<file path="src/core/sodd_consts.vh">
// Constants for the first/second source operand word decoder.
// Assumes inclusion by bare name from the core design files only.
//
// Contract
// - Bit 25 of the first-source word selects flag bank; bits 31:26 stay zero.
// - Bits 24:21 of the first-source word give its vertical stride.
// - Four-element mode: bits 19:16 are swizzle select [7:4]; bit 20 stays zero.
// - Bit 15 of the first-source word selects direct or indirect addressing.
// - Bits 14:13 of the first-source word give its value modifier.
// - Direct addressing: bits 12:5 give the register number.
// - Direct four-element: bit 4 alone gives a 16-byte aligned sub-register.
// - Four-element mode, any addressing: bits 3:0 give the lane enable mask.
// - One-element mode, any addressing: bits 20:18 give the region width.
// - One-element mode, any addressing: bits 17:16 give the horizontal stride.
// - Direct one-element: bits 4:0 give the byte-level sub-register number.
// - Indirect addressing: bits 12:10 select the base address sub-register.
// - Indirect four-element: bits 9:4 are offset upper bits, low four zero.
// - Indirect one-element: bits 9:0 give a byte-aligned address offset.
// - Immediate first source: all its region, address and register fields ignored.
// - Either source immediate: the whole fourth word is the 32-bit immediate.
// - Send instruction: bit 31 of the fourth word ends the thread.
// - Send with immediate second source: low 31 bits are the message descriptor.
// - Direct four-element second source: 31:25, 20 zero; 24:21 stride; 19:16 swizzle.
// - Indirect second-source layouts apply only where that support is enabled.
// - First source is immediate when second-word bits 6:5 hold 11.
// - Flag register holds two 16-bit banks; selected one is predicate source.
`ifndef SODD_CONSTS_VH
`define SODD_CONSTS_VH

// Avalon word indices (byte offset is four times the index)
`define SODD_REG_CTRL    3'h0
`define SODD_REG_WORD1   3'h1
`define SODD_REG_WORD2   3'h2
`define SODD_REG_WORD3   3'h3
`define SODD_REG_STATUS  3'h4
`define SODD_REG_IMM     3'h5
`define SODD_REG_FLAGS   3'h6
`define SODD_REG_FIELDS  3'h7

// Control register bits
`define SODD_CTRL_FOUR   0
`define SODD_CTRL_SEND   1
`define SODD_CTRL_IND1   2
`define SODD_CTRL_RST    32'h0000_0000

// Second instruction word register-file fields
`define SODD_RF0_HI      6
`define SODD_RF0_LO      5
`define SODD_RF1_HI      11
`define SODD_RF1_LO      10
`define SODD_RF_IMM      2'h3

// Source word fields
`define SODD_MBZ0_HI     31
`define SODD_MBZ0_LO     26
`define SODD_MBZ1_LO     25
`define SODD_FLAG_BIT    25
`define SODD_VS_HI       24
`define SODD_VS_LO       21
`define SODD_BIT20       20
`define SODD_CS_HI       19
`define SODD_CS_LO       16
`define SODD_W_HI        20
`define SODD_W_LO        18
`define SODD_HS_HI       17
`define SODD_HS_LO       16
`define SODD_AM_BIT      15
`define SODD_MOD_HI      14
`define SODD_MOD_LO      13
`define SODD_RN_HI       12
`define SODD_RN_LO       5
`define SODD_SR4_BIT     4
`define SODD_SR_HI       4
`define SODD_SR_LO       0
`define SODD_CE_HI       3
`define SODD_CE_LO       0
`define SODD_AS_HI       12
`define SODD_AS_LO       10
`define SODD_AI_HI       9
`define SODD_AI16_LO     4
`define SODD_AI_LO       0
`define SODD_EOT_BIT     31
`define SODD_DESC_HI     30

// Layout codes: {address mode, one-element}
`define SODD_LAY_D4      2'h0
`define SODD_LAY_D1      2'h1
`define SODD_LAY_I4      2'h2
`define SODD_LAY_I1      2'h3

`define SODD_FLAG_BANK_W 16
`define SODD_WORD_ZERO   32'h0000_0000

`endif

</file>
<file path="src/core/sodd_field_extract.v">
// Combinational field extraction for the first and second source words.
// Assumes stable words from registers on the same clock; no storage here.
`timescale 1ns/100ps
`include "sodd_consts.vh"

module sodd_field_extract (
  input  wire [31:0] word1,
  input  wire [31:0] word2,
  input  wire [31:0] word3,
  input  wire        fourElem,
  input  wire        isSend,
  input  wire        src1IndSupport,
  output reg  [1:0]  layout0,
  output reg         src0Imm,
  output reg         src1Imm,
  output reg         predicateBankSelect,
  output reg  [3:0]  firstSrcRowStep,
  output reg  [3:0]  firstSrcSwizzleSelect,
  output reg         firstSrcAddressingStyle,
  output reg  [1:0]  firstSrcValueModifier,
  output reg  [7:0]  firstSrcRegisterIndex,
  output reg  [4:0]  firstSrcBytePosition,
  output reg  [3:0]  firstSrcLaneMask,
  output reg  [2:0]  firstSrcRowLength,
  output reg  [1:0]  firstSrcElementStep,
  output reg  [2:0]  firstSrcBasePointerSelect,
  output reg  [9:0]  firstSrcOffsetConstant,
  output reg         firstSrcMbzError,
  output reg  [3:0]  secondSrcRowStep,
  output reg  [3:0]  secondSrcSwizzleSelect,
  output reg         secondSrcIndirect,
  output reg         secondSrcMbzError,
  output reg  [31:0] immediateWord,
  output reg         threadFinishBit,
  output reg  [30:0] messageDescriptorField
);

  // Shared by both operands so their layouts can never disagree in encoding
  function [1:0] layoutOf;
    input four;
    input addrMode;
    begin
      layoutOf = {addrMode, ~four};
    end
  endfunction

  reg [1:0] layout1;

  always @* begin
    src0Imm = (word1[`SODD_RF0_HI:`SODD_RF0_LO] == `SODD_RF_IMM);
    src1Imm = (word1[`SODD_RF1_HI:`SODD_RF1_LO] == `SODD_RF_IMM);
    layout0 = layoutOf(fourElem, word2[`SODD_AM_BIT]);
    predicateBankSelect = word2[`SODD_FLAG_BIT];
    firstSrcRowStep = 4'h0;
    firstSrcSwizzleSelect = 4'h0;
    firstSrcAddressingStyle = 1'b0;
    firstSrcValueModifier = 2'h0;
    firstSrcRegisterIndex = 8'h00;
    firstSrcBytePosition = 5'h00;
    firstSrcLaneMask = 4'h0;
    firstSrcRowLength = 3'h0;
    firstSrcElementStep = 2'h0;
    firstSrcBasePointerSelect = 3'h0;
    firstSrcOffsetConstant = 10'h000;
    firstSrcMbzError = 1'b0;
    // Immediate first source leaves every field except the bank select at zero
    if (!src0Imm) begin
      firstSrcRowStep = word2[`SODD_VS_HI:`SODD_VS_LO];
      firstSrcAddressingStyle = word2[`SODD_AM_BIT];
      firstSrcValueModifier = word2[`SODD_MOD_HI:`SODD_MOD_LO];
      firstSrcMbzError = (|word2[`SODD_MBZ0_HI:`SODD_MBZ0_LO]) | (fourElem & word2[`SODD_BIT20]);
      case (layout0)
        `SODD_LAY_D4: begin
          firstSrcRegisterIndex = word2[`SODD_RN_HI:`SODD_RN_LO];
          firstSrcBytePosition = {word2[`SODD_SR4_BIT], 4'h0};
          firstSrcLaneMask = word2[`SODD_CE_HI:`SODD_CE_LO];
          firstSrcSwizzleSelect = word2[`SODD_CS_HI:`SODD_CS_LO];
        end
        `SODD_LAY_D1: begin
          firstSrcRegisterIndex = word2[`SODD_RN_HI:`SODD_RN_LO];
          firstSrcBytePosition = word2[`SODD_SR_HI:`SODD_SR_LO];
          firstSrcRowLength = word2[`SODD_W_HI:`SODD_W_LO];
          firstSrcElementStep = word2[`SODD_HS_HI:`SODD_HS_LO];
        end
        `SODD_LAY_I4: begin
          firstSrcBasePointerSelect = word2[`SODD_AS_HI:`SODD_AS_LO];
          firstSrcOffsetConstant = {word2[`SODD_AI_HI:`SODD_AI16_LO], 4'h0};
          firstSrcLaneMask = word2[`SODD_CE_HI:`SODD_CE_LO];
          firstSrcSwizzleSelect = word2[`SODD_CS_HI:`SODD_CS_LO];
        end
        default: begin
          firstSrcBasePointerSelect = word2[`SODD_AS_HI:`SODD_AS_LO];
          firstSrcOffsetConstant = word2[`SODD_AI_HI:`SODD_AI_LO];
          firstSrcRowLength = word2[`SODD_W_HI:`SODD_W_LO];
          firstSrcElementStep = word2[`SODD_HS_HI:`SODD_HS_LO];
        end
      endcase
    end

    // Second source: indirect layouts only when the option is enabled
    secondSrcIndirect = src1IndSupport & word3[`SODD_AM_BIT] & ~src1Imm & ~src0Imm;
    layout1 = layoutOf(fourElem, secondSrcIndirect);
    secondSrcRowStep = 4'h0;
    secondSrcSwizzleSelect = 4'h0;
    secondSrcMbzError = 1'b0;
    immediateWord = `SODD_WORD_ZERO;
    if (src0Imm | src1Imm) begin
      immediateWord = word3;
    end else begin
      secondSrcRowStep = word3[`SODD_VS_HI:`SODD_VS_LO];
      secondSrcMbzError = |word3[`SODD_MBZ0_HI:`SODD_MBZ1_LO];
      if (layout1 == `SODD_LAY_D4) begin
        secondSrcSwizzleSelect = word3[`SODD_CS_HI:`SODD_CS_LO];
        secondSrcMbzError = (|word3[`SODD_MBZ0_HI:`SODD_MBZ1_LO]) | word3[`SODD_BIT20] | word3[`SODD_AM_BIT];
      end else if (layout1 == `SODD_LAY_I4) begin
        secondSrcSwizzleSelect = word3[`SODD_CS_HI:`SODD_CS_LO];
        secondSrcMbzError = (|word3[`SODD_MBZ0_HI:`SODD_MBZ1_LO]) | word3[`SODD_BIT20];
      end else if (layout1 == `SODD_LAY_D1) begin
        secondSrcMbzError = (|word3[`SODD_MBZ0_HI:`SODD_MBZ1_LO]) | word3[`SODD_AM_BIT];
      end
    end
    // Register second source of a send is trusted to be the address register element
    threadFinishBit = isSend & word3[`SODD_EOT_BIT];
    messageDescriptorField = (isSend & src1Imm) ? word3[`SODD_DESC_HI:0] : 31'h0000_0000;
  end

endmodule // sodd_field_extract

</file>
<file path="src/core/sodd_decoder.v">
// Top of the source operand word decoder with an Avalon-MM register slave.
// Assumes a synchronous Avalon master on mclk holding requests until waitrequest low.
//
// Chosen here: register access over Avalon-MM and the address map.
`timescale 1ns/100ps
`include "sodd_consts.vh"

module sodd_decoder (
  input  wire        mclk,
  input  wire        rst_b,
  input  wire [2:0]  avsAddress,
  input  wire        avsRead,
  input  wire        avsWrite,
  input  wire [31:0] avsWritedata,
  input  wire [3:0]  avsByteenable,
  output reg  [31:0] avsReaddata,
  output reg         avsWaitrequest,
  output reg         predicateBankSelect,
  output reg  [15:0] predicateFlags,
  output reg         firstSrcIsImm,
  output reg         secondSrcIsImm,
  output reg  [3:0]  firstSrcRowStep,
  output reg  [3:0]  firstSrcSwizzleSelect,
  output reg         firstSrcAddressingStyle,
  output reg  [1:0]  firstSrcValueModifier,
  output reg  [7:0]  firstSrcRegisterIndex,
  output reg  [4:0]  firstSrcBytePosition,
  output reg  [3:0]  firstSrcLaneMask,
  output reg  [2:0]  firstSrcRowLength,
  output reg  [1:0]  firstSrcElementStep,
  output reg  [2:0]  firstSrcBasePointerSelect,
  output reg  [9:0]  firstSrcOffsetConstant,
  output reg         firstSrcMbzError,
  output reg  [3:0]  secondSrcRowStep,
  output reg  [3:0]  secondSrcSwizzleSelect,
  output reg         secondSrcIndirect,
  output reg         secondSrcMbzError,
  output reg  [31:0] immediateWord,
  output reg         threadFinishBit,
  output reg  [30:0] messageDescriptorField
);

  reg  [31:0] ctrl_q;
  reg  [31:0] word1_q;
  reg  [31:0] word2_q;
  reg  [31:0] word3_q;
  reg  [31:0] flags_q;
  reg  [31:0] rdata_d;
  wire [1:0]  layout0;
  wire        src0Imm;
  wire        src1Imm;
  wire        bankSel;
  wire [3:0]  rowStep0;
  wire [3:0]  swz0;
  wire        style0;
  wire [1:0]  mod0;
  wire [7:0]  regIdx0;
  wire [4:0]  bytePos0;
  wire [3:0]  lane0;
  wire [2:0]  rowLen0;
  wire [1:0]  elemStep0;
  wire [2:0]  basePtr0;
  wire [9:0]  offset0;
  wire        mbz0;
  wire [3:0]  rowStep1;
  wire [3:0]  swz1;
  wire        ind1;
  wire        mbz1;
  wire [31:0] immWord;
  wire        finish;
  wire [30:0] descriptor;
  wire        busReq;
  wire        busWr;

  // One wait state: the request is answered on the edge after it is seen
  assign busReq = (avsRead | avsWrite) & avsWaitrequest;
  assign busWr  = avsWrite & ~avsWaitrequest;

  // Byte-lane merge used by every writable register
  function [31:0] mergeBytes;
    input [31:0] oldVal;
    input [31:0] newVal;
    input [3:0]  be;
    integer i;
    begin
      mergeBytes = oldVal;
      for (i = 0; i < 4; i = i + 1) begin
        if (be[i]) begin
          mergeBytes[i*8 +: 8] = newVal[i*8 +: 8];
        end
      end
    end
  endfunction

  sodd_field_extract u_extract (
    .word1                     (word1_q),
    .word2                     (word2_q),
    .word3                     (word3_q),
    .fourElem                  (ctrl_q[`SODD_CTRL_FOUR]),
    .isSend                    (ctrl_q[`SODD_CTRL_SEND]),
    .src1IndSupport            (ctrl_q[`SODD_CTRL_IND1]),
    .layout0                   (layout0),
    .src0Imm                   (src0Imm),
    .src1Imm                   (src1Imm),
    .predicateBankSelect       (bankSel),
    .firstSrcRowStep           (rowStep0),
    .firstSrcSwizzleSelect     (swz0),
    .firstSrcAddressingStyle   (style0),
    .firstSrcValueModifier     (mod0),
    .firstSrcRegisterIndex     (regIdx0),
    .firstSrcBytePosition      (bytePos0),
    .firstSrcLaneMask          (lane0),
    .firstSrcRowLength         (rowLen0),
    .firstSrcElementStep       (elemStep0),
    .firstSrcBasePointerSelect (basePtr0),
    .firstSrcOffsetConstant    (offset0),
    .firstSrcMbzError          (mbz0),
    .secondSrcRowStep          (rowStep1),
    .secondSrcSwizzleSelect    (swz1),
    .secondSrcIndirect         (ind1),
    .secondSrcMbzError         (mbz1),
    .immediateWord             (immWord),
    .threadFinishBit           (finish),
    .messageDescriptorField    (descriptor)
  );

  // Read mux; unmapped indices do not exist with a 3-bit address
  always @* begin
    rdata_d = `SODD_WORD_ZERO;
    case (avsAddress)
      `SODD_REG_CTRL: begin
        rdata_d = ctrl_q;
      end
      `SODD_REG_WORD1: begin
        rdata_d = word1_q;
      end
      `SODD_REG_WORD2: begin
        rdata_d = word2_q;
      end
      `SODD_REG_WORD3: begin
        rdata_d = word3_q;
      end
      `SODD_REG_STATUS: begin
        rdata_d = {24'h00_0000, layout0, mbz1, mbz0, finish, bankSel, src1Imm, src0Imm};
      end
      `SODD_REG_IMM: begin
        rdata_d = immWord;
      end
      `SODD_REG_FLAGS: begin
        rdata_d = flags_q;
      end
      `SODD_REG_FIELDS: begin
        rdata_d = {4'h0, rowStep0, swz0, style0, mod0, regIdx0, bytePos0, 4'h0};
      end
      default: begin
        rdata_d = `SODD_WORD_ZERO;
      end
    endcase
  end

  // Bus slave and software-visible registers
  always @(posedge mclk or negedge rst_b) begin
    if (!rst_b) begin
      avsWaitrequest <= 1'b1;
      avsReaddata    <= `SODD_WORD_ZERO;
      ctrl_q         <= `SODD_CTRL_RST;
      word1_q        <= `SODD_WORD_ZERO;
      word2_q        <= `SODD_WORD_ZERO;
      word3_q        <= `SODD_WORD_ZERO;
      flags_q        <= `SODD_WORD_ZERO;
    end else begin
      avsWaitrequest <= ~busReq;
      if (busReq && avsRead) begin
        avsReaddata <= rdata_d;
      end
      if (busWr) begin
        case (avsAddress)
          `SODD_REG_CTRL: begin
            ctrl_q <= mergeBytes(ctrl_q, avsWritedata, avsByteenable) & 32'h0000_0007;
          end
          `SODD_REG_WORD1: begin
            word1_q <= mergeBytes(word1_q, avsWritedata, avsByteenable);
          end
          `SODD_REG_WORD2: begin
            word2_q <= mergeBytes(word2_q, avsWritedata, avsByteenable);
          end
          `SODD_REG_WORD3: begin
            word3_q <= mergeBytes(word3_q, avsWritedata, avsByteenable);
          end
          `SODD_REG_FLAGS: begin
            flags_q <= mergeBytes(flags_q, avsWritedata, avsByteenable);
          end
          default: begin
            flags_q <= flags_q;
          end
        endcase
      end
    end
  end

  // Decoded outputs registered so every output leaves a flip-flop
  always @(posedge mclk or negedge rst_b) begin
    if (!rst_b) begin
      predicateBankSelect       <= 1'b0;
      predicateFlags            <= 16'h0000;
      firstSrcIsImm             <= 1'b0;
      secondSrcIsImm            <= 1'b0;
      firstSrcRowStep           <= 4'h0;
      firstSrcSwizzleSelect     <= 4'h0;
      firstSrcAddressingStyle   <= 1'b0;
      firstSrcValueModifier     <= 2'h0;
      firstSrcRegisterIndex     <= 8'h00;
      firstSrcBytePosition      <= 5'h00;
      firstSrcLaneMask          <= 4'h0;
      firstSrcRowLength         <= 3'h0;
      firstSrcElementStep       <= 2'h0;
      firstSrcBasePointerSelect <= 3'h0;
      firstSrcOffsetConstant    <= 10'h000;
      firstSrcMbzError          <= 1'b0;
      secondSrcRowStep          <= 4'h0;
      secondSrcSwizzleSelect    <= 4'h0;
      secondSrcIndirect         <= 1'b0;
      secondSrcMbzError         <= 1'b0;
      immediateWord             <= `SODD_WORD_ZERO;
      threadFinishBit           <= 1'b0;
      messageDescriptorField    <= 31'h0000_0000;
    end else begin
      predicateBankSelect       <= bankSel;
      // Selected bank feeds predication; flags change only through bus writes
      predicateFlags            <= bankSel ? flags_q[2*`SODD_FLAG_BANK_W-1:`SODD_FLAG_BANK_W]
                                           : flags_q[`SODD_FLAG_BANK_W-1:0];
      firstSrcIsImm             <= src0Imm;
      secondSrcIsImm            <= src1Imm;
      firstSrcRowStep           <= rowStep0;
      firstSrcSwizzleSelect     <= swz0;
      firstSrcAddressingStyle   <= style0;
      firstSrcValueModifier     <= mod0;
      firstSrcRegisterIndex     <= regIdx0;
      firstSrcBytePosition      <= bytePos0;
      firstSrcLaneMask          <= lane0;
      firstSrcRowLength         <= rowLen0;
      firstSrcElementStep       <= elemStep0;
      firstSrcBasePointerSelect <= basePtr0;
      firstSrcOffsetConstant    <= offset0;
      firstSrcMbzError          <= mbz0;
      secondSrcRowStep          <= rowStep1;
      secondSrcSwizzleSelect    <= swz1;
      secondSrcIndirect         <= ind1;
      secondSrcMbzError         <= mbz1;
      immediateWord             <= immWord;
      threadFinishBit           <= finish;
      messageDescriptorField    <= descriptor;
    end
  end

endmodule // sodd_decoder

</file>
<file path="config.mk">
export PLATFORM = sky130hd
export DESIGN_NAME = sodd_decoder
export DESIGN_NICKNAME = d
export VERILOG_FILES = /design/src/core/sodd_field_extract.v /design/src/core/sodd_decoder.v
export VERILOG_INCLUDE_DIRS = /design/src /design/src/core
export SDC_FILE = /design/constraint.sdc
export NUM_CORES = 1
export LEC_CHECK = 0
export ABC_AREA = 1
export BUFFER_PORTS_ARGS = -buffer_cell sky130_fd_sc_hd__buf_2
export CORE_MARGIN = 1
export CORE_UTILIZATION = 55
export DETAILED_ROUTE_END_ITERATION = 12
export PLACE_DENSITY = 0.79
export SYNTH_ARGS = -nofsm -noshare
export SYNTH_HDL_FRONTEND = slang
export SYNTH_SLANG_ARGS = --single-unit
</file>
<file path="constraint.sdc">
create_clock -name mclk -period 1.8 [get_ports mclk]
set_input_delay 0.18 -clock mclk [delete_from_list [all_inputs] [get_ports mclk]]
set_output_delay 0.18 -clock mclk [all_outputs]
set_load 0.02 [all_outputs]
</file>
## Word-level counts from Yosys, hierarchy flattened

Index checks and enable logic that the tools add are counted.

- Logic and storage cells: 131
- Output and inout bits: 173
- Input port bits: 43
- Flip-flop bits (word level): 304

- Multiplexer cells: 32
- Bitwise gates (word level): 19
- Reduce and logical (&&, ||, !) cells: 25
- Equality and inequality tests: 13

Operators with widths:

| operator | number |
|---|---|
| $pmux W32 S8 | 1 |
| $reduce_and A3 Y1 | 17 |
| $mux W4 | 9 |
| $mux W32 | 1 |
| $mux W31 | 1 |
| $pmux W10 S2 | 1 |
| $mux W16 | 1 |
| $mux W8 | 2 |
| $eq A3 B3 Y1 const B | 4 |
| $mux W3 | 4 |
| $mux W10 | 1 |
| $pmux W5 S2 | 1 |
| $and A1 B1 Y1 | 8 |
| $eq A2 B2 Y1 const B | 4 |
| $reduce_or A7 Y1 | 1 |
| $eq A3 B2 Y1 const B | 2 |
| $mux W1 | 6 |
| $mux W2 | 3 |
| $or A1 B1 Y1 | 6 |
| $reduce_or A6 Y1 | 1 |
| $mux W5 | 1 |
| $not A1 Y1 | 5 |
| $eq A2 B1 Y1 const B | 2 |
| $logic_not A2 Y1 | 2 |
| other kinds (4) | 5 |

## Longest topological paths before layout

Gate-level depths: netlist (run 1).

- Depth in word-level cells: 10
- Gate-level depth with buffers: 11
- Depth with buffers taken out: 9

## Hierarchy

Synthesis (run 1) repeated with hierarchy kept, for this count alone.

- Cell total of the unflattened synthesis: 1453
- Area total of the unflattened synthesis: 12792.3 µm²

Modules (own cells, without submodules):

| module | cells an instance | area each (µm²) | seq. area each (µm²) | times used |
|---|---|---|---|---|
| sodd_decoder | 1236 | 11803.8 | 7608.5 | 1 |
| sodd_field_extract | 217 | 988.4 | 0.0 | 1 |

## Least setup slack after synthesis (run 1)

OpenSTA, ideal clock, no wires.

- Path type: register to register
- Start: reg avsWaitrequest
- End: reg flags_q[0]
- Path buffers: 1
- Clock period less this slack: 1444 ps
- Arrival time: 1313 ps
- Setup slack: 356 ps
- Library setup time: 131 ps
- Stages on the path, launching flop included: 7
- Required time: 1669 ps
- Path through: dfstp_2 -> inv_1 -> nand2_1 -> nor2_1 -> nand2_1 -> clkbuf_1 -> o21ai_0

- Word-level cells in the longest chain between the ends: 3

Ends and longest elaborated chain:

| what | RTL line | RTL |
|---|---|---|
| from (decl) | sodd_decoder.v:17 | `output reg avsWaitrequest,` |
| from (signal assigned) | sodd_decoder.v:172 | `avsWaitrequest <= ~busReq;` |
| $not A1 Y1 | sodd_decoder.v:77 | `assign busWr = avsWrite & ~avsWaitrequest;` |
| $and A1 B1 Y1 | sodd_decoder.v:77 |  |
| $reduce_and A3 Y1 (no source line) | n/a |  |
| to (signal assigned) | sodd_decoder.v:170 | `` flags_q <= `SODD_WORD_ZERO; `` |
| to (signal assigned) | sodd_decoder.v:191 | `flags_q <= mergeBytes(flags_q, avsWritedata, avsByteenable);` |
| to (signal assigned) | sodd_decoder.v:194 | `flags_q <= flags_q;` |
| to (decl) | sodd_decoder.v:47 | `reg [31:0] flags_q;` |

Every way passes these cells.
A chain may end at the register's enable or synchronous reset.

## Worst setup path in the final report (run 1)

- Start: reg avsWaitrequest
- End: reg flags_q[9]

Same word-level chain as after synthesis.

==> PnR_summary.wiki, run 1 <==
{| class="wikitable"
! Metric !! Value
|-
| Die span in x || around 150 um
|-
| Count of endpoints failing hold in the final timing report || 0
|-
| Number of H-tree levels || 1
|-
| Sequential standard cell area || around 7600 um^2
|-
| HPWL after DPL || 24.57 mm
|-
| Vias per Instance || 5.429
|-
| Final cycle utilization of the critical path || 100.0%
|-
| Peak supply drop || 785.4 uV
|-
| Clock tree from TritonCTS || done
|-
| Power per cell area || 1244 nW/um^2
|-
| Cell Count, Final, Fillers Out || about 1900
|-
| Number of antenna-violating nets in the routed design || 0
|-
| Maximum net fanout on the critical path || 16
|-
| RSZ-0062 raised after global routing || yes
|-
| Layout fillers || between 1500 and 2000
|-
| Number of core rows || 53
|-
| Clock slew seen by the registers of the worst setup and hold paths || around 60 ps
|-
| Proportion of synthesized flip-flops having asynchronous set or reset || 100.0%
|-
| Comb pwr share || between 10% and 20%
|-
| Critical path data required time || 2250 ps
|-
| Number of violations reported at the end of detailed-routing iteration 0 || just over 1000
|-
| Syn Inst Count || about 1300
|-
| Global route total overflow || 0
|-
| Launching element type of the critical path || flop
|-
| Synthesis-to-layout area growth || 25.96%
|-
| Cells taking the most area after synthesis || dfrtp_1, nand2_1, o21ai_0, nor2_1, inv_1
|-
| Post-Synthesis Mean Instance Area || roughly 8.9 um^2
|-
| Total of max-cap violations || 0
|-
| Launch point of the worst path || avsWaitrequest
|-
| DRC violations left || 0
|-
| Utilization of the core after routing || 71.21%
|-
| Diode insertion count for antenna repair || 0
|-
| Number of enable-type register cells in the synthesized netlist || 0
|-
| Critical path's most frequent cell || nand2_1
|-
| Layout net count || 1664
|-
| Total setup buffers inserted after CTS || 0
|-
| Cell Area, Synth || 11960 um^2
|-
| Post-Syn Nets || 1383
|-
| Share of layout cells above drive strength 1 || 20.82%
|-
| Area fraction of the dominant cell type after synthesis || 63.40%
|-
| Cell accounting for the most synthesized area || dfrtp_1
|-
| Leakage || 8.196 nW
|-
| Detailed Routing Iterations Pass 1 || 5
|-
| Portion of the post-synthesis area used by sequential elements || a little under two thirds
|-
| Most used flip-flop cell after synthesis || dfrtp_1
|-
| Port bufs || approximately 220
|-
| # placed instances || 1833
|-
| Warnings, synthesis || 0
|-
| P_sw || 5.759 mW
|-
| Average routed wire per standard cell || 18.49 um
|-
| Area occupied by multi-input gates || about 3600 um^2
|-
| Reg2Reg Launch Point || avsWaitrequest
|-
| Maximum number of pins on one net before global-route repair || 73
|-
| Final weighted congestion in routability-driven placement || between 0.9 and 1
|-
| Cell Chain, Critical Path || inv_1 > nand2_1 > nor2_1 > nand2_1 > nand2_1 > o21ai_0
|-
| Max frequency || 555.5 MHz
|-
| GRT Total Usage || around 33%
|-
| Core Footprint || 21150 um^2
|-
| Endpoint type of the worst setup path || flop
|-
| Actual slew at the worst max-slew pin || approximately 640 ps
|-
| Cell at the root of the clock tree || clkbuf_16
|-
| Relative slew margins || a little under three fifths
|-
| Total routed wirelength || 35.46 mm
|-
| Die Y-Extent || 149.5 um
|-
| Most numerous cell types in the synthesized netlist || nand2_1, dfrtp_1, nor2_1, o21ai_0, inv_1
|-
| Fin worst setup slack || -0.2633 ps
|-
| Starting density of the core || 56.53%
|-
| Worst Path Class, Setup || flop to flop
|-
| Sequential share of power || a little under half
|-
| Hold wc startpoint || avsWritedata[0]
|-
| Via total after detailed routing || 10410
|-
| Top-level I/O count || 216
|-
| Result of the run || complete, but fails checks
|-
| Share of total power in the clock network || around 34%
|-
| Number of distinct library cells after synthesis || 24
|-
| Final clock skew || 12.88 ps
|-
| Final number of max-transition violations || 0
|-
| Clock insertion delay at the later pin of the skew report || 540 ps
|-
| Internal power || 12.97 mW
|-
| Clock sinks || 304
|-
| Global-route wire length before repair || around 55 mm
|-
| Violations in the final reports || setup timing
|-
| Worst Hold Class || input port to flop
|-
| Most used standard cell by instance count after synthesis || nand2_1
|-
| Via count of the first global-routing pass || 10180
|-
| Synthesis-stage register bit count || 304
|-
| Standard cell with the maximum stage delay on the critical path || dfstp_2
|-
| Switching fraction of total power || between 30 and 40%
|-
| Count of final setup violators || 1
|-
| Min cycle time layout || 1800 ps
|-
| Worst slack at placement || 47.45 ps
|-
| Arr. time, crit path || 2250 ps
|-
| Maximum clock insertion buffer count || 3
|-
| Max incr delay on CP || between 500 and 600 ps
|-
| Total die area || around 22000 um^2
|-
| Antenna violations before repair || 0
|-
| Clock buffers created by TritonCTS || 29
|}
[critical path: cells and delay by family (launching register included)]
kind	cells	cell delay, ps
AND/OR/NAND/NOR	4	990
AO/OA/AOI/OAI	1	120
flip-flops	1	550
buffers and inverters	1	40
[path summary, 6_finish.rpt]
check	to	slack [ps]	depth (start not counted)
min in group asynchronous	firstSrcElementStep[0]	240	2
setup / recovery	flags_q[9]	-0.3	6
hold / removal	flags_q[0]	10	3
hold reg to reg	avsWaitrequest	480	1
setup reg to reg	flags_q[9]	-0.3	6
max in group asynchronous	avsWaitrequest	890	3
[per-stage QoR]
step	total power [mW]	area [um^2]	hold slack [ps]	setup TNS [ps]
after global placement	12.11	13670	215.8	0
after CTS	18.71	15030	0.6186	0
after detailed placement	12.22	13670	216.9	0
final	18.73	15060	14.52	-0.2633
after floorplan	10.61	11960	-115.6	0
after global routing	19.51	15060	31.82	-2242
[sequential cells by signal, indices dropped and copies added, names as in the netlist, 4 cells and up]
register	cells
word2_q	32
firstSrcSwizzleSelect	4
firstSrcLaneMask	4
flags_q	32
firstSrcRegisterIndex	8
avsReaddata	32
firstSrcBytePosition	5
predicateFlags	16
messageDescriptorField	31
immediateWord	32
secondSrcSwizzleSelect	4
secondSrcRowStep	4
firstSrcOffsetConstant	10
firstSrcRowStep	4
word3_q	32
word1_q	32
[cell usage in the layout, fill, tap and decap left out, types with 2 or more instances in the layout]
| cell type | n |
|---|---|
| buf_12 | 10 |
| dlygate4sd3_1 | 32 |
| buf_2 | 214 |
| nand3_1 | 16 |
| clkinv_2 | 5 |
| clkbuf_1 | 2 |
| buf_6 | 2 |
| o21ai_1 | 5 |
| clkbuf_16 | 29 |
| nand4_1 | 5 |
| dfrtp_1 | 303 |
| buf_4 | 41 |
| inv_2 | 4 |
| nand2_1 | 384 |
| nor2_2 | 3 |
| nand3_4 | 2 |
| nand2_2 | 9 |
| nor2_1 | 192 |
| o21ai_0 | 160 |
| nand3_2 | 2 |
| clkbuf_8 | 13 |
| inv_1 | 136 |
| o22ai_1 | 14 |
| a21oi_1 | 21 |
| bufinv_16 | 3 |
| a22oi_1 | 3 |
| nor3_1 | 24 |
| buf_8 | 2 |
| clkinv_1 | 3 |
[cell families after synthesis]
| kind of cell | Yosys count | synth area share [%] |
|---|---|---|
| buf+inv | 194 | 6.570 |
| compound gates | 203 | 8.705 |
| simple gates | 639 | 21.10 |
| flops | 304 | 63.62 |
[cell type report]
class | count | share of cell area, %
well taps | 275 | 2.284
flip-flops and latches | 304 | 50.51
inverters | 143 | 3.563
multi-input cells | 842 | 23.81
clock buffers | 44 | 6.055
clock inverters | 9 | 0.8140
repair buffers | 301 | 12.96
[metal layers]
layer / global-route usage [%] / wire, um / vias to the layer above
met1: 43.98 / 13990 / 4998
met3: 5.640 / 3154 / 99
li1: - / - / 4751
met5: 0 / 0 / -
met2: 53.33 / 17200 / 565
met4: 11.84 / 1116 / 0
[power groups by stage]
stage                     combinational [mW]  clock [mW]  sequential, mW
after floorplan                         1.49           0            9.12
after global placement                  3.48           0            8.63
after detailed placement                3.56           0            8.66
after CTS                               3.66        6.48            8.57
after global routing                    4.06        6.77            8.68
final                                   3.71        6.43            8.59
[repair_timing]
| action | in CTS | in global routing |
|---|---|---|
| endpoints found under the hold margin | 141 | 0 |
| setup endpoints to repair | 1 | 50 |
| resized for setup | 1 | 12 |
| hold buffers | 32 | 0 |
Power figures use the tool's default switching activity.
==> inputs of run 2 (changes only) <==
--- a/config.mk
+++ b/config.mk
@@ -6,7 +6,6 @@
 export SDC_FILE = /design/constraint.sdc
 export NUM_CORES = 1
 export LEC_CHECK = 0
-export ABC_AREA = 1
 export BUFFER_PORTS_ARGS = -buffer_cell sky130_fd_sc_hd__buf_2
 export CORE_MARGIN = 1
 export CORE_UTILIZATION = 55
==> PnR_summary.wiki, run 2 <==
{| class="wikitable"
! Metric !! Value
|-
| Core Footprint || 21820 um^2 (was 21150 um^2)
|-
| Total setup buffers inserted after CTS || 0 (unchanged)
|-
| Standard cell with the maximum stage delay on the critical path || dfstp_2 (unchanged)
|-
| Synthesis-stage register bit count || 304 (unchanged)
|-
| Share of total power in the clock network || 34.9% (was 34.3%)
|-
| Synthesis-to-layout area growth || 26.74% (was 25.96%)
|-
| Maximum clock insertion buffer count || 3 (unchanged)
|-
| Global-route wire length before repair || 53.59 mm (was 55.08 mm)
|-
| Via count of the first global-routing pass || 9147 (was 10180)
|-
| Worst-case register-to-register setup slack || 80 ps (was -0.3 ps)
|-
| HPWL after DPL || 24.37 mm (was 24.57 mm)
|-
| Global route total overflow || 0 (unchanged)
|-
| Total die area || 22860 um^2 (was 22340 um^2)
|-
| Final cycle utilization of the critical path || 95.31% (was 100.0%)
|-
| Count of endpoints failing hold in the final timing report || 0 (unchanged)
|-
| Post-synthesis mux area share || 14.46% (was 0%)
|-
| Total of max-cap violations || 0 (unchanged)
|-
| Worst Path Class, Setup || flop to flop (unchanged)
|-
| Relative slew margins || 59.91% (was 57.26%)
|-
| Reg2Reg Launch Point || avsWaitrequest (unchanged)
|-
| Number of core rows || 54 (was 53)
|-
| Maximum net fanout on the critical path || 8 (was 16)
|-
| Leakage || 7.783 nW (was 8.196 nW)
|-
| Max frequency || 582.9 MHz (was 555.5 MHz)
|-
| Result of the run || complete, no violations (was complete, but fails checks)
|-
| Port bufs || 215 (unchanged)
|-
| Number of distinct library cells after synthesis || 56 (was 24)
|-
| Number of H-tree levels || 1 (unchanged)
|-
| Cell Area, Synth || 12240 um^2 (was 11960 um^2)
|-
| Comb pwr share || 19.8% (about the same)
|-
| Number of violations reported at the end of detailed-routing iteration 0 || 832 (was 1031)
|-
| Highest-count cells in the layout ignoring fill and taps || dfrtp_1, buf_2, mux2_2, and2_1, buf_4 (was nand2_1, dfrtp_1, buf_2, nor2_1, o21ai_0)
|-
| Cell at the root of the clock tree || clkbuf_16 (unchanged)
|-
| RSZ-0062 raised after global routing || no (was yes)
|-
| Vias per Instance || 5.923 (was 5.429)
|-
| Number of buffers and inverters on the critical path || 0 (was 1)
|-
| Min cycle time layout || 1716 ps (was 1800 ps)
|-
| Average routed wire per standard cell || 23.40 um (was 18.49 um)
|-
| Clock slew seen by the registers of the worst setup and hold paths || 60 ps (about the same)
|-
| Internal power || 14.02 mW (was 12.97 mW)
|-
| Area share of xor/xnor cells in the synthesized design || 0% (unchanged)
|-
| Peak supply drop || 838.9 uV (was 785.4 uV)
|-
| Adder-cell share of the synthesized area || 0% (unchanged)
|-
| GRT Total Usage || 31.78% (was 32.63%)
|-
| Most used flip-flop cell after synthesis || dfrtp_1 (unchanged)
|-
| Clock sinks || 304 (unchanged)
|-
| Portion of the post-synthesis area used by sequential elements || 62.14% (was 63.62%)
|-
| Arr. time, crit path || 2140 ps (was 2250 ps)
|-
| Sequential share of power || 45.2% (was 45.9%)
|-
| Share of layout cells above drive strength 1 || 43.00% (was 20.82%)
|-
| Top-level I/O count || 216 (unchanged)
|-
| Maximum number of pins on one net before global-route repair || 62 (was 73)
|-
| Category of cells accounting for the largest share of critical-path delay || simple AND/OR/NAND/NOR gates (unchanged)
|-
| Number of antenna-violating nets in the routed design || 0 (unchanged)
|-
| Critical path data required time || 2230 ps (was 2250 ps)
|-
| Final weighted congestion in routability-driven placement || 0.9213 (was 0.9228)
|-
| Die span in x || 151.2 um (was 149.5 um)
|-
| Clock buffers created by TritonCTS || 29 (unchanged)
|-
| Max incr delay on CP || 390 ps (was 550 ps)
|-
| Cell accounting for the most synthesized area || dfrtp_1 (unchanged)
|-
| Cell Chain, Critical Path || nor2b_2 > nand2_1 > nor2_4 > mux2_2 (was inv_1 > nand2_1 > nor2_1 > nand2_1 > nand2_1 > o21ai_0)
|-
| Final clock skew || 18.55 ps (was 12.88 ps)
|-
| Area fraction of the dominant cell type after synthesis || 61.93% (was 63.40%)
|-
| Post-Syn Nets || 944 (was 1383)
|-
| Die Y-Extent || 151.2 um (was 149.5 um)
|-
| Detailed Routing Iterations Pass 1 || 5 (unchanged)
|-
| Number of stages on the worst hold path || 4 (was 3)
|-
| Endpoint type of the worst setup path || flop (unchanged)
|-
| Worst Hold Class || input port to flop (unchanged)
|-
| Synthesized-area fraction occupied by and/or/nand/nor cells || 11.75% (was 21.10%)
|-
| Post-Synthesis Mean Instance Area || 13.59 um^2 (was 8.925 um^2)
|-
| Hold wc startpoint || avsAddress[1] (was avsWritedata[0])
|-
| Most numerous cell types in the synthesized netlist || dfrtp_1, mux2_2, and2_1, and3_1, o21ai_0 (was nand2_1, dfrtp_1, nor2_1, o21ai_0, inv_1)
|-
| Power per cell area || 1284 nW/um^2 (was 1244 nW/um^2)
|-
| DRC violations left || 0 (unchanged)
|-
| Via total after detailed routing || 8944 (was 10410)
|-
| Most used standard cell by instance count after synthesis || dfrtp_1 (was nand2_1)
|-
| Total routed wirelength || 35.33 mm (was 35.46 mm)
|-
| Clock insertion delay at the later pin of the skew report || 550 ps (was 540 ps)
|-
| End point of the most critical hold path || avsReaddata[6] (was flags_q[0])
|-
| Cells taking the most area after synthesis || dfrtp_1, mux2_2, and2_1, and3_1, nor2_4 (was dfrtp_1, nand2_1, o21ai_0, nor2_1, inv_1)
|-
| Final number of max-transition violations || 0 (unchanged)
|-
| Utilization of the core after routing || 71.11% (was 71.21%)
|-
| Starting density of the core || 56.11% (was 56.53%)
|-
| Number of cells on the worst reg-to-reg path || 4 (was 6)
|-
| Combinational family with the most area after synthesis || multiplexers (was simple AND/OR/NAND/NOR gates)
|-
| Warnings, synthesis || 0 (unchanged)
|-
| Number of enable-type register cells in the synthesized netlist || 0 (unchanged)
|-
| Layout net count || 1251 (was 1664)
|-
| Syn Inst Count || 901 (was 1340)
|-
| Actual slew at the worst max-slew pin || 596.7 ps (was 641.2 ps)
|-
| Proportion of synthesized flip-flops having asynchronous set or reset || 100.0% (unchanged)
|-
| Launching element type of the critical path || flop (unchanged)
|-
| RR Endpoint || word3_q[28] (was flags_q[9])
|-
| Leading cell type in the layout, fill and taps excluded || dfrtp_1 (was nand2_1)
|-
| P_sw || 5.907 mW (was 5.759 mW)
|-
| Switching fraction of total power || 29.63% (was 30.75%)
|-
| Complex-gate fraction of the synthesized area || 9.217% (was 8.705%)
|-
| Clock tree from TritonCTS || done (unchanged)
|-
| Count of final setup violators || 0 (was 1)
|-
| Antenna violations before repair || 3 (was 0)
|-
| Total Negative Setup Slacks || 0 ps (was -0.2633 ps)
|}
==> run 2: metal layers <==
layer	global-route usage, %	up-vias	part of all wire (%)
li1	-	3857	-
met1	43.63	4505	41
met2	49.79	492	47
met3	6.084	90	8.5
met4	12.90	0	3.8
met5	0	-	0
==> run 2: power by group through the flow <==
stage	registers, mW	clock network [mW]	logic (mW)
after floorplan	9.38	0	1.63
after global placement	9.03	0	3.75
after detailed placement	9.07	0	3.83
after CTS	8.97	6.99	3.94
after global routing	9.12	7.25	4.26
final	9.02	6.96	3.96
==> run 2: stage by stage <==
step                std cells  worst slack (ps)  instance area (um^2)  total power, mW  hold slack [ps]
detailed placement       1422             72.97                 14060            12.90            171.6
floorplan                 901             282.0                 12240            11.02           -115.6
global route             1509            0.9706                 15520            20.63            194.3
CTS                      1508             34.23                 15510            19.91            119.3
global placement         1422             84.38                 14060            12.78            164.9
finish                   1510             84.34                 15520            19.93            142.5
==> run 2: layout make-up <==
class                           instances  area [um^2]
Sequential cell                       304         7609
Fill cell                            1461         6305
Multi-Input combinational cell        538         4348
Timing Repair Buffer                  326         2082
Clock buffer                           34        774.5
Tap cell                              280        350.3
Clock inverter                         17        316.6
Inverter                                9        33.78
Antenna cell                            2        5.005
==> run 2: timing repair <==
action	in CTS	in global routing
hold buffers	35	0
endpoints found under the hold margin	195	0
resized for setup	0	3
endpoints found under the setup margin	0	15
==> run 2: how the worst max path moves through the flow <==
stage                            to  slack (ps)            from  depth (start not counted)
floorplan               flags_q[16]         280  avsWaitrequest                          4
global placement     avsReaddata[1]          80  avsWaitrequest                          4
detailed placement      word2_q[16]          70   avsAddress[1]                          6
CTS                  avsReaddata[1]          30  avsWaitrequest                          4
global route        avsReaddata[29]           1  avsWaitrequest                          5
finish                  word3_q[28]          80  avsWaitrequest                          4
==> run 2: cells by family after synthesis <==
| family | count (synthesis) |
|---|---|
| DFF | 304 |
| and+or+nand+nor | 226 |
| muxes | 158 |
| AOI/OAI and AO/OA | 154 |
| buffers and inverters | 59 |
==> run 2: worst min-delay path, stage by stage <==
cell	delay, ps
buf_2	190
o21ai_0	110
nand4_1	100
nand3_1	70
==> inputs of run 3 (changes only) <==
--- a/config.mk
+++ b/config.mk
@@ -7,10 +7,14 @@
 export NUM_CORES = 1
 export LEC_CHECK = 0
 export BUFFER_PORTS_ARGS = -buffer_cell sky130_fd_sc_hd__buf_2
+export CELL_PAD_IN_SITES_DETAIL_PLACEMENT = 0
+export CELL_PAD_IN_SITES_GLOBAL_PLACEMENT = 1
 export CORE_MARGIN = 1
-export CORE_UTILIZATION = 55
+export CORE_UTILIZATION = 45
 export DETAILED_ROUTE_END_ITERATION = 12
-export PLACE_DENSITY = 0.79
+export MAX_ROUTING_LAYER = met4
+export PLACE_DENSITY_LB_ADDON = 0.1
+export RECOVER_POWER = 100
 export SYNTH_ARGS = -nofsm -noshare
 export SYNTH_HDL_FRONTEND = slang
 export SYNTH_SLANG_ARGS = --single-unit
==> PnR_summary.wiki, run 3 (synthesis gave the netlist of run 2 again) <==
{| class="wikitable"
! Metric !! Value
|-
| RSZ-0062 raised after global routing || yes (was no)
|-
| Peak supply drop || 627.9 uV (was 838.9 uV)
|-
| Leading cell type in the layout, fill and taps excluded || dfrtp_1 (unchanged)
|-
| Die span in x || 167.0 um (was 151.2 um)
|-
| Synthesis-to-layout area growth || 25.05% (was 26.74%)
|-
| Standard cell area after detailed placement || 14170 um^2 (was 14060 um^2)
|-
| Vias per Instance || 5.503 (was 5.923)
|-
| Global-route wire length before repair || 55.48 mm (was 53.59 mm)
|-
| Clock sinks || 304 (unchanged)
|-
| Cell at the root of the clock tree || clkbuf_16 (unchanged)
|-
| Utilization of the core after routing || 57.13% (was 71.11%)
|-
| DRC violations left || 0 (unchanged)
|-
| Maximum number of pins on one net before global-route repair || 61 (was 62)
|-
| Arr. time, crit path || 2210 ps (was 2140 ps)
|-
| Clock insertion delay at the later pin of the skew report || 560 ps (was 550 ps)
|-
| Sequential share of power || 47.0% (was 45.2%)
|-
| Result of the run || complete, no violations (unchanged)
|-
| Worst Path Class, Setup || flop to flop (unchanged)
|-
| Power per cell area || 1251 nW/um^2 (was 1284 nW/um^2)
|-
| Total die area || 27870 um^2 (was 22860 um^2)
|-
| Layout net count || 1259 (was 1251)
|-
| HPWL after DPL || 25.98 mm (was 24.37 mm)
|-
| Internal power || 13.23 mW (was 14.02 mW)
|-
| Core Footprint || 26800 um^2 (was 21820 um^2)
|-
| Switching fraction of total power || 30.89% (was 29.63%)
|-
| Final number of max-transition violations || 0 (unchanged)
|-
| Relative slew margins || 4.291% (was 59.91%)
|-
| Highest-count cells in the layout ignoring fill and taps || dfrtp_1, clkbuf_1, mux2_2, and2_1, buf_4 (was dfrtp_1, buf_2, mux2_2, and2_1, buf_4)
|-
| P_sw || 5.915 mW (was 5.907 mW)
|-
| Maximum net fanout on the critical path || 8 (unchanged)
|-
| Detailed Routing Iterations Pass 1 || 5 (unchanged)
|-
| Area occupied by multi-input gates || 4320 um^2 (was 4348 um^2)
|-
| Total routed wirelength || 36.33 mm (was 35.33 mm)
|-
| Global route total overflow || 0 (unchanged)
|-
| Count of endpoints failing hold in the final timing report || 0 (unchanged)
|-
| Number of antenna-violating nets in the routed design || 0 (unchanged)
|-
| Via total after detailed routing || 8705 (was 8944)
|-
| Top-level I/O count || 216 (unchanged)
|-
| Starting density of the core || 45.69% (was 56.11%)
|-
| Worst Hold Class || input port to flop (unchanged)
|-
| Share of total power in the clock network || 33.6% (was 34.9%)
|-
| Min cycle time layout || 1765 ps (was 1716 ps)
|-
| Max frequency || 566.6 MHz (was 582.9 MHz)
|-
| Endpoint type of the worst setup path || flop (unchanged)
|-
| Actual slew at the worst max-slew pin || 1436 ps (was 596.7 ps)
|-
| Final cycle utilization of the critical path || 98.05% (was 95.31%)
|-
| Antenna violations before repair || 0 (was 3)
|-
| Count of final setup violators || 0 (unchanged)
|-
| Sequential standard cell area || 7609 um^2 (unchanged)
|-
| Launching element type of the critical path || flop (unchanged)
|-
| Share of layout cells above drive strength 1 || 27.68% (was 43.00%)
|-
| Layout Cell Area excl Fill || 15310 um^2 (was 15520 um^2)
|-
| Leakage || 7.020 nW (was 7.783 nW)
|-
| Comb pwr share || 19.4% (was 19.8%)
|-
| Clock tree from TritonCTS || done (unchanged)
|-
| Via count of the first global-routing pass || 8844 (was 9147)
|-
| Die Y-Extent || 167.0 um (was 151.2 um)
|-
| GRT Total Usage || 27.31% (was 31.78%)
|-
| Total of max-cap violations || 0 (unchanged)
|-
| Maximum clock insertion buffer count || 3 (unchanged)
|-
| Fin worst setup slack || 35.08 ps (was 84.34 ps)
|-
| Clock slew seen by the registers of the worst setup and hold paths || 60 ps (about the same)
|-
| Number of core rows || 60 (was 54)
|-
| Clock buffers created by TritonCTS || 31 (was 29)
|-
| Worst slack at placement || 21.23 ps (was 72.97 ps)
|-
| Port bufs || 215 (unchanged)
|-
| Number of violations reported at the end of detailed-routing iteration 0 || 621 (was 832)
|-
| Layout fillers || 2415 (was 1461)
|-
| Final clock skew || 11.66 ps (was 18.55 ps)
|-
| Final weighted congestion in routability-driven placement || 0.8827 (was 0.9213)
|-
| Number of H-tree levels || 1 (unchanged)
|-
| Hold_ws || 184.4 ps (was 142.5 ps)
|-
| Average routed wire per standard cell || 22.97 um (was 23.40 um)
|-
| Critical path data required time || 2250 ps (was 2230 ps)
|}
## run 3: cell types whose count changed in the layout (fill, tap and decap cells not counted), sizes merged
cell	before	now
buf	291	101
bufinv	9	2
clkbuf	34	241
clkinv	7	5
clkinvlp	1	3
inv	9	10
## run 3: cell type report
class                   instances  share of cell area, %
multi-input cells             538                  28.22
clock inverters                11                 0.7600
clock buffers                  45                  5.933
diodes                          2                0.03269
well taps                     341                  2.787
inverters                       9                 0.2206
flip-flops and latches        304                  49.69
repair buffers                332                  12.36
## run 3: per-stage QoR
stage,power [mW],TNS (ps),instances
3_5_place_dp,12.97,0,1485
6_report,19.15,0,1582
4_1_cts,19.49,0,1576
3_3_place_gp,12.93,0,1485
2_1_floorplan,11.02,0,901
5_1_grt,19.96,-52.42,1580
## run 3: final timing paths
| check | slack, ps | depth (start not counted) | from | endpoint |
|---|---|---|---|---|
| max | 40 | 5 | avsWaitrequest | word3_q[21] |
| min | 180 | 4 | avsAddress[0] | avsReaddata[2] |
| max reg2reg | 40 | 5 | avsWaitrequest | word3_q[21] |
| min reg2reg | 490 | 2 | avsReaddata[21] | avsReaddata[21] |
| max in group asynchronous | 270 | 3 | rst_b | flags_q[19] |
| min in group asynchronous | 490 | 2 | rst_b | firstSrcSwizzleSelect[1] |
## run 3: timing repair
action,4_1_cts,5_1_grt
endpoints found under the hold margin,435,0
resized for setup,0,1
setup buffers,0,4
hold buffers,35,0
endpoints found under the setup margin,0,47
## run 3: critical path, stage by stage (launching register included)
cell      delay, ps
dfstp_2         390
nor2b_2         260
nand2_1         290
nor2_4          180
clkbuf_8        190
mux2_2          350
## run 3: routing by layer
| layer | part of all wire, % | track usage (%) | routed length, um |
|---|---|---|---|
| met5 | 0 | - | 0 |
| met4 | 1.5 | 5.475 | 554 |
| met3 | 5.9 | 3.089 | 2153 |
| met2 | 46 | 41.64 | 16650 |
| met1 | 47 | 39.58 | 16970 |
## run 3: power groups by stage
stage / Combinational [mW] / Sequential [mW] / Clock (mW)
floorplan: 1.63 / 9.38 / 0
global placement: 3.84 / 9.09 / 0
detailed placement: 3.88 / 9.09 / 0
CTS: 3.96 / 8.99 / 6.54
global route: 4.00 / 9.15 / 6.81
finish: 3.72 / 9.00 / 6.43
